**config.mk**
```make
export PLATFORM = sky130hd
export DESIGN_NAME = pmce_ctrl
export DESIGN_NICKNAME = d
export VERILOG_FILES = /design/src/logic/pmce_pkg.sv /design/src/logic/pmce_enable_bit.sv /design/src/logic/pmce_ctrl.sv
export VERILOG_INCLUDE_DIRS = /design/src /design/src/logic
export SDC_FILE = /design/constraint.sdc
export NUM_CORES = 1
export LEC_CHECK = 0
export BUFFER_PORTS_ARGS = -buffer_cell sky130_fd_sc_hd__buf_4
export CAP_MARGIN = 20
export CORE_MARGIN = 5
export CORE_UTILIZATION = 41
export DETAILED_ROUTE_END_ITERATION = 16
export PLACE_DENSITY_LB_ADDON = 0.12
export RECOVER_POWER = 100
export SYNTH_ARGS = -nofsm -noshare
export SYNTH_HDL_FRONTEND = slang
export SYNTH_SLANG_ARGS = --single-unit
```
**constraint.sdc**
```tcl
create_clock -name core_clk_i -period 1.8 [get_ports core_clk_i]
set_input_delay 0.18 -clock core_clk_i [delete_from_list [all_inputs] [get_ports core_clk_i]]
set_output_delay 0.18 -clock core_clk_i [all_outputs]
set_load 0.02 [all_outputs]
```
**src/logic/pmce_regs.svh**
```systemverilog
// Register offsets, field positions and reset values of the monitor control
`ifndef PMCE_REGS_SVH
`define PMCE_REGS_SVH

`define PMCE_OFF_MAIN_CTRL 12'h180
`define PMCE_OFF_EN_SET 12'h184
`define PMCE_OFF_EN_CLR 12'h188

`define PMCE_CTRL_MASK_EN_BIT 3
`define PMCE_CTRL_CYC_RST_BIT 2
`define PMCE_CTRL_EVT_RST_BIT 1
`define PMCE_CTRL_CNT_EN_BIT 0
`define PMCE_CTRL_NUM_LSB 11
`define PMCE_CTRL_NUM_MSB 15
`define PMCE_NUM_EVENT_CNT 5'h04

`define PMCE_EN_CYCLE_BIT 31
`define PMCE_EN_EVT_MSB 3

`define PMCE_CTRL_RESET 32'h0000_2000
`define PMCE_EN_RESET 32'h0000_0000

`endif

```
**src/logic/pmce_pkg.sv**
```systemverilog
// Types shared by the monitor control design
package pmce_pkg;
    typedef logic [11:0] pmce_addr_t;
    typedef logic [31:0] pmce_word_t;
    typedef logic [3:0] pmce_evt_en_t;
    typedef enum logic [1:0] {
        PMCE_SEL_NONE = 2'b00,
        PMCE_SEL_CTRL = 2'b01,
        PMCE_SEL_SET = 2'b10,
        PMCE_SEL_CLR = 2'b11
    } pmce_sel_t;
endpackage

```
**src/logic/pmce_enable_bit.sv**
```systemverilog
// One counter enable flip-flop with set and clear strobes
`timescale 1ns/1ps
module pmce_enable_bit (
    // Clock and reset
    input wire logic core_clk_i,
    input wire logic rst_n_i,
    // Strobes
    input wire logic set_i,
    input wire logic clr_i,
    // State
    output logic en_o
);
    logic en_q;
    logic en_d;

    // Set wins over clear when both land in one write cycle
    always_comb begin
        en_d = en_q;
        if (clr_i) begin
            en_d = 1'b0;
        end
        if (set_i) begin
            en_d = 1'b1;
        end
    end

    always_ff @(posedge core_clk_i or negedge rst_n_i) begin
        if (!rst_n_i) begin
            en_q <= 1'b0;
        end else begin
            en_q <= en_d;
        end
    end

    assign en_o = en_q;
endmodule

```
**src/logic/pmce_ctrl.sv**
```systemverilog
// Monitor main control and count-enable register bank
`timescale 1ns/1ps
`include "pmce_regs.svh"

// How it works
// - Event-counter quantity field reads constant four; writes ignored.
// - With gating permission set, stream gate operation switches monitoring.
// - Master enable clear keeps the unit inactive despite gating permission.
// - Writing one to cycle reset clears cycle tally; bit reads zero.
// - Writing one to event reset clears all event tallies; reads zero.
// - Master enable is a global switch over every individual enable.
// - Set register top bit enables cycle tally, low bits event tallies.
// - Set and clear registers share one enable state, read identically.
// - Writing zero to a set bit changes nothing; zero means disabled.
// - Cycle enable bit reads one while the cycle tally is enabled.
// - Event enable bit reads one while that event tally is enabled.
// - Clear register top bit disables cycle tally, low bits event tallies.
module pmce_ctrl
    import pmce_pkg::*;
(
    // Clock and reset
    input wire logic core_clk_i,
    input wire logic rst_n_i,
    // Register port
    input wire logic reg_sel_i,
    input wire logic reg_wr_i,
    input wire pmce_addr_t reg_addr_i,
    input wire pmce_word_t reg_wdata_i,
    output pmce_word_t reg_rdata_o,
    // Command-stream gate operation
    input wire logic stream_gate_valid_i,
    input wire logic stream_gate_on_i,
    // Counter controls
    output logic cycle_tally_run_o,
    output pmce_evt_en_t event_tally_run_o,
    output logic cycle_tally_clear_o,
    output logic event_tally_clear_o,
    output logic monitor_active_o
);

    // ************************************************************
    // Address decode
    // ************************************************************
    function automatic pmce_sel_t decode(input pmce_addr_t a);
        unique case (a)
            `PMCE_OFF_MAIN_CTRL: decode = PMCE_SEL_CTRL;
            `PMCE_OFF_EN_SET: decode = PMCE_SEL_SET;
            `PMCE_OFF_EN_CLR: decode = PMCE_SEL_CLR;
            default: decode = PMCE_SEL_NONE;
        endcase
    endfunction

    pmce_sel_t sel;
    logic wr_ctrl;
    logic wr_set;
    logic wr_clr;

    always_comb begin
        sel = reg_sel_i ? decode(reg_addr_i) : PMCE_SEL_NONE;
        wr_ctrl = reg_wr_i && (sel == PMCE_SEL_CTRL);
        wr_set = reg_wr_i && (sel == PMCE_SEL_SET);
        wr_clr = reg_wr_i && (sel == PMCE_SEL_CLR);
    end

    // ************************************************************
    // Main control
    // ************************************************************
    logic cnt_en_q;
    logic cnt_en_d;
    logic mask_en_q;
    logic mask_en_d;
    logic gate_on_q;
    logic gate_on_d;
    logic cyc_clr_q;
    logic cyc_clr_d;
    logic evt_clr_q;
    logic evt_clr_d;

    always_comb begin
        cnt_en_d = cnt_en_q;
        mask_en_d = mask_en_q;
        gate_on_d = gate_on_q;
        // Reset strobes last one cycle, never stored as readable state
        cyc_clr_d = wr_ctrl && reg_wdata_i[`PMCE_CTRL_CYC_RST_BIT];
        evt_clr_d = wr_ctrl && reg_wdata_i[`PMCE_CTRL_EVT_RST_BIT];
        if (wr_ctrl) begin
            cnt_en_d = reg_wdata_i[`PMCE_CTRL_CNT_EN_BIT];
            mask_en_d = reg_wdata_i[`PMCE_CTRL_MASK_EN_BIT];
        end
        // Operation ignored unless software granted permission
        if (stream_gate_valid_i && mask_en_q) begin
            gate_on_d = stream_gate_on_i;
        end
    end

    always_ff @(posedge core_clk_i or negedge rst_n_i) begin
        if (!rst_n_i) begin
            cnt_en_q <= 1'b0;
            mask_en_q <= 1'b0;
            gate_on_q <= 1'b1;
            cyc_clr_q <= 1'b0;
            evt_clr_q <= 1'b0;
        end else begin
            cnt_en_q <= cnt_en_d;
            mask_en_q <= mask_en_d;
            gate_on_q <= gate_on_d;
            cyc_clr_q <= cyc_clr_d;
            evt_clr_q <= evt_clr_d;
        end
    end

    // ************************************************************
    // Shared enable state
    // ************************************************************
    logic [4:0] en_set;
    logic [4:0] en_clr;
    logic [4:0] en_state;

    always_comb begin
        // Zero bits in either write leave state untouched
        en_set = {reg_wdata_i[`PMCE_EN_CYCLE_BIT],
                  reg_wdata_i[`PMCE_EN_EVT_MSB:0]} & {5{wr_set}};
        en_clr = {reg_wdata_i[`PMCE_EN_CYCLE_BIT],
                  reg_wdata_i[`PMCE_EN_EVT_MSB:0]} & {5{wr_clr}};
    end

    genvar g;
    generate
        for (g = 0; g < 5; g++) begin : g_en
            pmce_enable_bit u_bit (
                .core_clk_i(core_clk_i),
                .rst_n_i(rst_n_i),
                .set_i(en_set[g]),
                .clr_i(en_clr[g]),
                .en_o(en_state[g])
            );
        end
    endgenerate

    // ************************************************************
    // Outputs and readback
    // ************************************************************
    logic active;
    pmce_word_t rdata_d;
    pmce_word_t rdata_q;
    logic cyc_run_q;
    logic cyc_run_d;
    pmce_evt_en_t evt_run_q;
    pmce_evt_en_t evt_run_d;
    logic active_q;

    always_comb begin
        // Gating only matters while permission is granted
        active = cnt_en_q && (!mask_en_q || gate_on_q);
        cyc_run_d = active && en_state[4];
        evt_run_d = {4{active}} & en_state[3:0];
        rdata_d = 32'h0000_0000;
        unique case (sel)
            PMCE_SEL_CTRL: begin
                rdata_d[`PMCE_CTRL_NUM_MSB:`PMCE_CTRL_NUM_LSB] =
                    `PMCE_NUM_EVENT_CNT;
                rdata_d[`PMCE_CTRL_MASK_EN_BIT] = mask_en_q;
                rdata_d[`PMCE_CTRL_CNT_EN_BIT] = cnt_en_q;
            end
            PMCE_SEL_SET, PMCE_SEL_CLR: begin
                rdata_d[`PMCE_EN_CYCLE_BIT] = en_state[4];
                rdata_d[`PMCE_EN_EVT_MSB:0] = en_state[3:0];
            end
            PMCE_SEL_NONE: begin
                rdata_d = 32'h0000_0000;
            end
        endcase
    end

    always_ff @(posedge core_clk_i or negedge rst_n_i) begin
        if (!rst_n_i) begin
            rdata_q <= 32'h0000_0000;
            cyc_run_q <= 1'b0;
            evt_run_q <= 4'h0;
            active_q <= 1'b0;
        end else begin
            rdata_q <= rdata_d;
            cyc_run_q <= cyc_run_d;
            evt_run_q <= evt_run_d;
            active_q <= active;
        end
    end

    assign reg_rdata_o = rdata_q;
    assign cycle_tally_run_o = cyc_run_q;
    assign event_tally_run_o = evt_run_q;
    assign cycle_tally_clear_o = cyc_clr_q;
    assign event_tally_clear_o = evt_clr_q;
    assign monitor_active_o = active_q;
endmodule

```
==> flow_summary.toml, run 1 <==
[run_status]
result_of_the_run = "finished clean"

[routing]
drt_drc_violations_left = 0
drtAntennaViolNets = 0
wire_per_inst_um = 11.5
final_wirelength_mm = 1.88
dr_total_vias = 687
vias_per_std_cell = 4.21
first_pass_iters = 3
detail_route.iter0.violations = 2

[timing]
timing.final.ws_setup_ns = 0.228
report.final.slew_viol_count = 0
finalCritPeriodShare_pct = 87.4
timing.final.hold_violations = 0
timing.fmax_ghz = 0.636
tightest_slew_ns = 1.13
clock_skew_ns = 0.00510
final_tns_setup_ns = 0
worst_slew_margin_rel_pct = 24.9
setup_viol = 0
fin_crit_ns = 1.57
rsz0062_at_grt = "false"

[critical_path]
critical-path-slowest-cell = "sky130_fd_sc_hd__or4b_4"
worst_ep_required_time_ns = 2.04
max_stage_delay_ns = 0.56
timing.critical_path.from = "reg_addr_i[9]"
timing.setup.critical_path_class = "in2reg"
crit_fanout = 5
critical_path.endpoint_type = "register"
timing.critical_path.arrival_ns = 1.81
crit_path_cell_trace = "clkbuf_4 -> or4b_4 -> or2_0 -> nor3_1 -> a22o_1"
launching_point_of_the_worst_reg2reg_path = "gate_on_q"
critical_path.startpoint_type = "input port"

[die]
die_x_um = 61.8
die_height_um = 61.8
io_pins = 90
start_util_pct = 43.6
dieArea_um2 = 3820
coreArea_um2 = 2520
fp-row-count = 18

[clock_tree]
clkSinkCount = 22
post-cts-setup-buffers = 0
cts_tree = "done"
tritoncts.num_buffers = 3
worst_skew_pair.late_latency_ns = 0.29
cts_hold_fix_bufs = 1
master_cell_of_the_clock_root_buffer = "sky130_fd_sc_hd__clkbuf_4"
cts_max_path_buffers = 2
clk_pin_slew_ns = 0.11
ctsHtreeMaxLevel = 1
cts.repair.resized = 0

[cells_and_area]
areaGrowthSynthToFinish_pct = 17.0
multi_input_comb_area_um2 = 414
post_route_cells_drive_above_1_share_pct = 24.8
post_layout_nonfiller_instances = 163
register_area_um2 = 552
summed_area_of_non_filler_cells_in_the_final_layout_um2 = 1290
number_of_fill_cells_in_the_layout = 234
antenna_cells_inserted = 0
fin_nets = 184

[power_and_ir_drop]
power.static_leakage_nw = 0.658
total_power_of_the_final_layout_mw = 0.866
vdd_ir_drop_max_mv = 0.340
power_density_nw_per_um2 = 673

[job]
max_capacitance_violation_count = 0

[global_routing]
global_route_wire_length_before_repair_mm = 2.95
globalRouteOverflowTotal = 0
grt.busiest_layer = "met2"
grtUsageMet1_pct = 13.4
grt_antenna_before_repair = 0
globalRouteMet2Util_pct = 16.9
first_global_vias = 683
grt_usage_pct = 10.6
grt_max_degree = 23
gr_layer_usage_met3_pct = 2.27

[synthesis]
synthTopCellsByCount = "26 x sky130_fd_sc_hd__buf_4, 21 x sky130_fd_sc_hd__dfrtp_1, 10 x sky130_fd_sc_hd__and2_1, 7 x sky130_fd_sc_hd__mux2_1, 7 x sky130_fd_sc_hd__nand2_1"
post-synth-top-count-cell = "sky130_fd_sc_hd__buf_4"
synth_sequential_area_ratio_pct = 50.2
synth.distinct_cells = 22
synth_top_cell_by_area = "sky130_fd_sc_hd__dfrtp_1"
yosysWarningCount = 0
mappedNetlistArea_um2 = 1100
count_of_flip_flops_with_a_built_in_enable_after_synthesis = 0
ys_top_cells_by_area = "sky130_fd_sc_hd__dfrtp_1 48%, sky130_fd_sc_hd__buf_4 18%, sky130_fd_sc_hd__mux2_1 7.2%"
ys_seq_elements = 22
yosys_most_used_dff = "sky130_fd_sc_hd__dfrtp_1"
postSynthCellCount = 92
synth_top_area_share_pct = 47.8
synth_async_sr_flop_share_pct = 100
syn-mean-instance-area_um2 = 12.0

[placement]
post-place-cells = 158
port_buffers = 36
finalWeightedCongestion = 0.691
place_area_um2 = 1320
pre_cts_ws_ns = -0.0307
dp_hpwl_mm = 1.61

[hold_path]
hold_path.startpoint = "reg_wdata_i[1]"
min_path_type = "in2reg"
==> routing by layer <==
layer / vias up / share of wire (%)
met1: 307 / 38
li1: 332 / -
met4: 0 / 0.69
met2: 46 / 46
met5: - / 0
met3: 2 / 15
==> placed cells by master (no fill, tap or decap) <==
| master | synthesis | routed |
|---|---|---|
| sky130_fd_sc_hd__conb_1 | 1 | 26 |
| sky130_fd_sc_hd__buf_4 | 26 | 22 |
| sky130_fd_sc_hd__dfrtp_1 | 21 | 21 |
| sky130_fd_sc_hd__clkbuf_1 | 0 | 15 |
| sky130_fd_sc_hd__and2_0 | 0 | 9 |
| sky130_fd_sc_hd__nand2_1 | 7 | 7 |
| sky130_fd_sc_hd__mux2_1 | 7 | 7 |
| sky130_fd_sc_hd__clkbuf_4 | 0 | 4 |
| sky130_fd_sc_hd__or4b_4 | 2 | 2 |
| sky130_fd_sc_hd__nor4_1 | 1 | 2 |
| sky130_fd_sc_hd__a22o_1 | 2 | 2 |
| sky130_fd_sc_hd__inv_1 | 2 | 2 |
| sky130_fd_sc_hd__or2_0 | 0 | 1 |
| sky130_fd_sc_hd__nor2_1 | 1 | 1 |
| sky130_fd_sc_hd__xnor2_1 | 1 | 1 |
| sky130_fd_sc_hd__nor3_1 | 0 | 1 |
| sky130_fd_sc_hd__or4b_1 | 1 | 1 |
| sky130_fd_sc_hd__a21boi_0 | 1 | 1 |
| sky130_fd_sc_hd__and2_1 | 10 | 1 |
| sky130_fd_sc_hd__or4bb_1 | 1 | 1 |
| sky130_fd_sc_hd__nor4_4 | 2 | 1 |
| sky130_fd_sc_hd__nand2_2 | 1 | 1 |
| sky130_fd_sc_hd__mux2_2 | 1 | 1 |
| sky130_fd_sc_hd__clkbuf_8 | 0 | 1 |
| sky130_fd_sc_hd__dfstp_2 | 1 | 1 |
| sky130_fd_sc_hd__dlygate4sd3_1 | 0 | 1 |
==> report_power, final <==
| part | total [mW] | switching (mW) | leakage (nW) | internal [mW] |
|---|---|---|---|---|
| Clock | 0.257 | 0.133 | 0.0210 | 0.123 |
| Combinational | 0.113 | 0.0753 | 0.333 | 0.0379 |
| Sequential | 0.496 | 0.000614 | 0.304 | 0.495 |
| Total | 0.866 | 0.209 | 0.658 | 0.656 |
==> layout make-up <==
type | instances | area share [%]
sequential | 22 | 42.9
timing repair buffer | 39 | 18.6
multi-input combinational | 66 | 32.2
clock buffer | 4 | 2.82
tap | 30 | 2.92
inverter | 2 | 0.584
==> worst max-delay path, delay by kind of cell <==
kind	cells	cell delay (ns)
AND/OR/NAND/NOR	3	1.31
AO/OA/AOI/OAI	1	0.22
buffers and inverters	1	0.11
==> worst paths after layout <==
kind | to | slack, ns | depth (start not counted)
worst max-delay path | reg_rdata_o[0] | 0.23 | 5
worst min-delay path | event_tally_clear_o | 0.11 | 2
worst max register to register | event_tally_run_o[2] | 0.56 | 3
worst min register to register | reg_rdata_o[31] | 0.51 | 1
max in group asynchronous | g_en[0].u_bit.en_o | 0.52 | 2
min in group asynchronous | reg_rdata_o[3] | 0.61 | 2
==> metrics by stage <==
step,hold slack [ns],util [%]
global placement,0.0771,52.2
detailed placement,0.0802,52.2
global route,0.0799,51.0
CTS,0.0898,54.0
floorplan,-0.116,-
finish,0.106,51.0
==> sequential cells by signal, summed over array words and instances (netlist names) <==
signal	flops
reg_rdata_o	6
cycle_tally_clear_o	1
cycle_tally_run_o	1
gate_on_q	1
g_en.u_bit.en_o	5
event_tally_run_o	4
mask_en_q	1
event_tally_clear_o	1
monitor_active_o	1
cnt_en_q	1
==> logic make-up after synthesis <==
group                  after synthesis  synth area share [%]
AO/OA/AOI/OAI                        3                  2.28
other                                1                 0.341
XOR/XNOR                             1                 0.797
buffers and inverters               29                  18.9
AND/OR/NAND/NOR                     28                  19.3
multiplexers                         8                  8.19
flip-flops                          22                  50.2
No activity file was read; power rests on OpenSTA's default activity.
==> run 2, diff against run 1 <==
--- a/config.mk
+++ b/config.mk
@@ -8,8 +8,11 @@
 export LEC_CHECK = 0
 export BUFFER_PORTS_ARGS = -buffer_cell sky130_fd_sc_hd__buf_4
 export CAP_MARGIN = 20
+export CELL_PAD_IN_SITES_DETAIL_PLACEMENT = 0
+export CELL_PAD_IN_SITES_GLOBAL_PLACEMENT = 2
 export CORE_MARGIN = 5
-export CORE_UTILIZATION = 41
+export CORE_UTILIZATION = 22
+export CTS_CLUSTER_SIZE = 14
 export DETAILED_ROUTE_END_ITERATION = 16
 export PLACE_DENSITY_LB_ADDON = 0.12
 export RECOVER_POWER = 100
==> run 2 against run 1 <==
Against the previous run: clock skew shrank 0.0044 ns; routed wire length grew 20%; hold slack gained 0.037 ns; sequential share of layout area shrank 2.4 points; count of clock-buffer cells in the layout is the same; die area grew 71%; via count grew 3.9%; critical path type unchanged; largest power group unchanged.
==> flow_summary.toml, run 2 (same netlist as run 1, synthesis figures left out) <==
[routing]
vias_per_std_cell = 3.53
drtAntennaViolNets = 0
first_pass_iters = 2
dr_total_vias = 714
detail_route.iter0.violations = 13
drt_drc_violations_left = 0
final_wirelength_mm = 2.26
wire_per_inst_um = 11.2

[timing]
fin_crit_ns = 1.59
rsz0062_at_grt = "false"
finalCritPeriodShare_pct = 88.5
tightest_slew_ns = 0.600
clock_skew_ns = 0.000748
final_tns_setup_ns = 0
timing.fmax_ghz = 0.628
timing.final.hold_violations = 0
timing.final.ws_setup_ns = 0.207
report.final.slew_viol_count = 0
worst_slew_margin_rel_pct = 59.7
setup_viol = 0

[die]
die_x_um = 80.7
start_util_pct = 23.0
io_pins = 90
die_height_um = 80.7
coreArea_um2 = 4790
dieArea_um2 = 6510
fp-row-count = 25

[power_and_ir_drop]
power.static_leakage_nw = 0.665
power_density_nw_per_um2 = 674
vdd_ir_drop_max_mv = 0.240
total_power_of_the_final_layout_mw = 0.919

[cells_and_area]
antenna_cells_inserted = 0
max_reg_flops = 6
final_core_util_pct = 28.5
number_of_fill_cells_in_the_layout = 536
fin_nets = 186
post_route_cells_drive_above_1_share_pct = 25.9
areaGrowthSynthToFinish_pct = 24.0
layout_common_cells = "26 x sky130_fd_sc_hd__conb_1, 23 x sky130_fd_sc_hd__buf_4, 21 x sky130_fd_sc_hd__dfrtp_1, 17 x sky130_fd_sc_hd__clkbuf_1, 9 x sky130_fd_sc_hd__and2_0"
post_layout_nonfiller_instances = 202
layout_commonest_cell = "sky130_fd_sc_hd__conb_1"

[critical_path]
crit_path_cell_trace = "buf_4 -> or4b_4 -> buf_4 -> nor4_2 -> nand2_2 -> mux2_1"
path_depth = 6
launching_point_of_the_worst_reg2reg_path = "gate_on_q"
crit_fanout = 3
timing.critical_path.buf_inv = 2
critical_path.endpoint_type = "register"
max_stage_delay_ns = 0.56
worst_path_most_repeated_cell = "sky130_fd_sc_hd__buf_4"
reg2reg_depth = 3
worst_ep_required_time_ns = 1.94
path_delay_family = "simple AND/OR/NAND/NOR gates"
critical-path-slowest-cell = "sky130_fd_sc_hd__or4b_4"
timing.critical_path.arrival_ns = 1.73
register_to_register_setup_slack_ns = 0.47
timing.critical_path.from = "reg_addr_i[5]"
timing.setup.critical_path_class = "in2reg"
critical_path.startpoint_type = "input port"

[clock_tree]
cts.repair.resized = 0
clk_pin_slew_ns = 0.08
cts_tree = "done"
post-cts-setup-buffers = 0
worst_skew_pair.late_latency_ns = 0.25
tritoncts.num_buffers = 3
clkSinkCount = 22
master_cell_of_the_clock_root_buffer = "sky130_fd_sc_hd__clkbuf_8"
ctsHtreeMaxLevel = 1
cts_max_path_buffers = 2

[global_routing]
grt_usage_pct = 7.17
grt_antenna_before_repair = 0
globalRouteOverflowTotal = 0
grt_max_degree = 23
global_route_wire_length_before_repair_mm = 3.59
first_global_vias = 768

[hold_path]
min_path_type = "in2reg"
holdPathStages = 2
hold_path.startpoint = "reg_wdata_i[2]"

[placement]
post-place-cells = 197
pre_cts_ws_ns = -0.0681
port_buffers = 36
finalWeightedCongestion = 0.647
dp_hpwl_mm = 1.84

[job]
max_capacitance_violation_count = 0

[run_status]
result_of_the_run = "finished clean"
==> run 2: cell types whose count changed in the layout (fill, tap and decap cells not counted), sizes merged <==
cell	delta
clkbuf	+1
buf	+1
==> run 2: timing repair <==
item | in CTS | in global routing
endpoints found under the setup margin | 0 | 0
hold endpoints to repair | 21 | 0
hold buffers | 1 | 0
==> run 2: path summary, 6_finish.rpt <==
check | endpoint
max reg2reg | event_tally_run_o[3]
min reg2reg | reg_rdata_o[1]
min in group asynchronous | event_tally_run_o[1]
min | cycle_tally_clear_o
max in group asynchronous | gate_on_q
max | cnt_en_q
==> run 2: power by group <==
group / switching (mW) / internal, mW
logic: 0.0768 / 0.0397
clock network: 0.149 / 0.157
registers: 0.000646 / 0.495
==> run 2: through the flow <==
stage | hold slack [ns] | cell area (um2)
finish | 0.143 | 1360
global route | 0.140 | 1360
CTS | 0.133 | 1430
detailed placement | 0.0843 | 1380
global placement | 0.0819 | 1380
floorplan | -0.116 | 1190
==> run 2: layer usage <==
layer | GRT usage (%) | wire length, um | vias to the layer above
met5 | 0 | 0 | -
met2 | 11.4 | 1020 | 42
li1 | - | - | 335
met4 | 3.55 | 31 | 0
met3 | 2.24 | 260 | 2
met1 | 8.74 | 951 | 335
==> run 2: layout make-up <==
| type | count | area, um2 | share of cell area, % |
|---|---|---|---|
| well taps | 67 | 83.8 | 6.15 |
| clock buffers | 4 | 45.0 | 3.30 |
| inverters | 2 | 7.51 | 0.550 |
| multi-input cells | 66 | 425 | 31.2 |
| flip-flops and latches | 22 | 552 | 40.5 |
| repair buffers | 41 | 250 | 18.3 |
==> run 2: worst register-to-register path: stages (launching register included) <==
cell                       delay, ns
sky130_fd_sc_hd__dfstp_2        0.53
sky130_fd_sc_hd__inv_1          0.03
sky130_fd_sc_hd__a21boi_0       0.49
sky130_fd_sc_hd__and2_0         0.22
==> run 3, diff against run 2 <==
--- a/config.mk
+++ b/config.mk
@@ -12,6 +12,7 @@
 export CELL_PAD_IN_SITES_GLOBAL_PLACEMENT = 2
 export CORE_MARGIN = 5
 export CORE_UTILIZATION = 22
+export CTS_BUF_LIST = sky130_fd_sc_hd__clkbuf_16
 export CTS_CLUSTER_SIZE = 14
 export DETAILED_ROUTE_END_ITERATION = 16
 export PLACE_DENSITY_LB_ADDON = 0.12
==> run 3 against run 2 <==
Against the previous run: critical path depth is the same; utilization increased by 0.65 points; worst setup slack got worse by 0.013 ns; final area increased by 2.3%; first-iteration DRC count is 54% lower; global-route usage down 0.070 points; maximum frequency is 0.83% lower; sequential power about the same; via count is 1.8% lower; highest routed layer unchanged.
==> flow_summary.toml, run 3 (same netlist as run 1, synthesis figures left out) <==
[critical_path]
path_delay_family = "simple AND/OR/NAND/NOR gates"
timing.critical_path.arrival_ns = 1.74
worst_ep_required_time_ns = 1.93
timing.critical_path.from = "reg_addr_i[5]"
crit_path_cell_trace = "buf_4 -> or4b_4 -> buf_4 -> nor4_2 -> nand2_2 -> mux2_1"
critical_path.startpoint_type = "input port"
crit_fanout = 3
register_to_register_setup_slack_ns = 0.49
worst_path_most_repeated_cell = "sky130_fd_sc_hd__buf_4"
max_stage_delay_ns = 0.56
critical_path.endpoint_type = "register"
launching_point_of_the_worst_reg2reg_path = "gate_on_q"
critical-path-slowest-cell = "sky130_fd_sc_hd__or4b_4"
timing.setup.critical_path_class = "in2reg"
timing.critical_path.buf_inv = 2

[cells_and_area]
layout_commonest_cell = "sky130_fd_sc_hd__conb_1"
post_route_cells_drive_above_1_share_pct = 25.9
register_area_um2 = 552
antenna_cells_inserted = 0
layout_common_cells = "26 x sky130_fd_sc_hd__conb_1, 22 x sky130_fd_sc_hd__buf_4, 21 x sky130_fd_sc_hd__dfrtp_1, 16 x sky130_fd_sc_hd__clkbuf_1, 9 x sky130_fd_sc_hd__and2_0"
fin_nets = 186
final_core_util_pct = 29.2
max_reg_flops = 6
number_of_fill_cells_in_the_layout = 531
post_layout_nonfiller_instances = 202
multi_input_comb_area_um2 = 425
areaGrowthSynthToFinish_pct = 26.8

[power_and_ir_drop]
power.static_leakage_nw = 0.684
switching_share_of_total_power_pct = 22.3
total_power_of_the_final_layout_mw = 1.07
sequentialPowerShare_pct = 46.5
clkPwrFrac_pct = 42.6
part_of_the_total_power_dissipated_in_combinational_logic_pct = 10.9
vdd_ir_drop_max_mv = 0.292
cellInternalPower_mw = 0.830
netSwitchingPower_mw = 0.238
power_density_nw_per_um2 = 766

[routing]
drtAntennaViolNets = 0
dr_total_vias = 701
first_pass_iters = 4
final_wirelength_mm = 2.25
wire_per_inst_um = 11.1
vias_per_std_cell = 3.47
drt_drc_violations_left = 0
detail_route.iter0.violations = 6

[timing]
timing.final.ws_setup_ns = 0.193
timing.fmax_ghz = 0.622
fin_crit_ns = 1.61
timing.final.hold_violations = 0
report.final.slew_viol_count = 0
finalCritPeriodShare_pct = 89.3
rsz0062_at_grt = "false"
holdWs_ns = 0.153
clock_skew_ns = 0.00118
tightest_slew_ns = 0.578
setup_viol = 0
worst_slew_margin_rel_pct = 61.1

[die]
coreArea_um2 = 4790
io_pins = 90
die_height_um = 80.7
die_x_um = 80.7
fp-row-count = 25
dieArea_um2 = 6510
start_util_pct = 23.0

[clock_tree]
cts_max_path_buffers = 2
worst_skew_pair.late_latency_ns = 0.25
cts_tree = "done"
ctsHtreeMaxLevel = 1
clk_pin_slew_ns = 0.06
master_cell_of_the_clock_root_buffer = "sky130_fd_sc_hd__clkbuf_16"
post-cts-setup-buffers = 0
tritoncts.num_buffers = 3
clkSinkCount = 22
cts.repair.resized = 0
cts_hold_fix_bufs = 1

[global_routing]
grt_usage_pct = 7.10
globalRouteOverflowTotal = 0
grt_antenna_before_repair = 0
grt_max_degree = 23
first_global_vias = 765
global_route_wire_length_before_repair_mm = 3.58

[placement]
port_buffers = 36
pre_cts_ws_ns = -0.0681
dp_hpwl_mm = 1.84
finalWeightedCongestion = 0.647
post-place-cells = 197

[run_status]
result_of_the_run = "finished clean"

[hold_path]
min_path_type = "in2reg"
hold_path.startpoint = "reg_wdata_i[2]"

[job]
max_capacitance_violation_count = 0
[run 3: area by class of cell]
| cell class | count | share of cell area, % |
|---|---|---|
| clock buffer | 3 | 5.38 |
| clock inverter | 1 | 0.269 |
| inverter | 2 | 0.538 |
| multi-input combinational | 66 | 30.5 |
| sequential | 22 | 39.6 |
| tap | 67 | 6.01 |
| timing repair buffer | 41 | 17.8 |
[run 3: final timing paths]
check                                             to  cells after the start
worst max-delay path                        cnt_en_q                      6
worst min-delay path             cycle_tally_clear_o                      2
worst max register to register  event_tally_run_o[3]                      3
worst min register to register     cycle_tally_run_o                      1
max in group asynchronous                  gate_on_q                      2
min in group asynchronous       event_tally_run_o[1]                      2
[run 3: worst reg2reg max path: cells and delay by family (launching register included)]
| kind | cells | cell delay, ns |
|---|---|---|
| flip-flops | 1 | 0.53 |
| AO/OA/AOI/OAI | 1 | 0.47 |
| AND/OR/NAND/NOR | 1 | 0.21 |
| buffers and inverters | 1 | 0.03 |
[run 3: per-stage QoR]
step,area (um2),setup TNS [ns]
3_3_place_gp,1380,-0.216
3_5_place_dp,1380,-0.314
6_report,1400,0
4_1_cts,1470,0
2_1_floorplan,1190,0
5_1_grt,1400,0
[run 3: power groups by stage]
stage / Combinational [mW] / Clock (mW) / Sequential, mW
after floorplan: 0.105 / 0 / 0.506
after global placement: 0.116 / 0 / 0.505
after detailed placement: 0.116 / 0 / 0.506
after CTS: 0.118 / 0.474 / 0.497
after global routing: 0.127 / 0.486 / 0.497
final: 0.116 / 0.455 / 0.497
[run 3: per-layer routing]
layer  track usage, %  wire length [um]
met2             11.4               992
met4             3.04                34
met5                0                 0
met1             8.74               957
met3             2.24               267
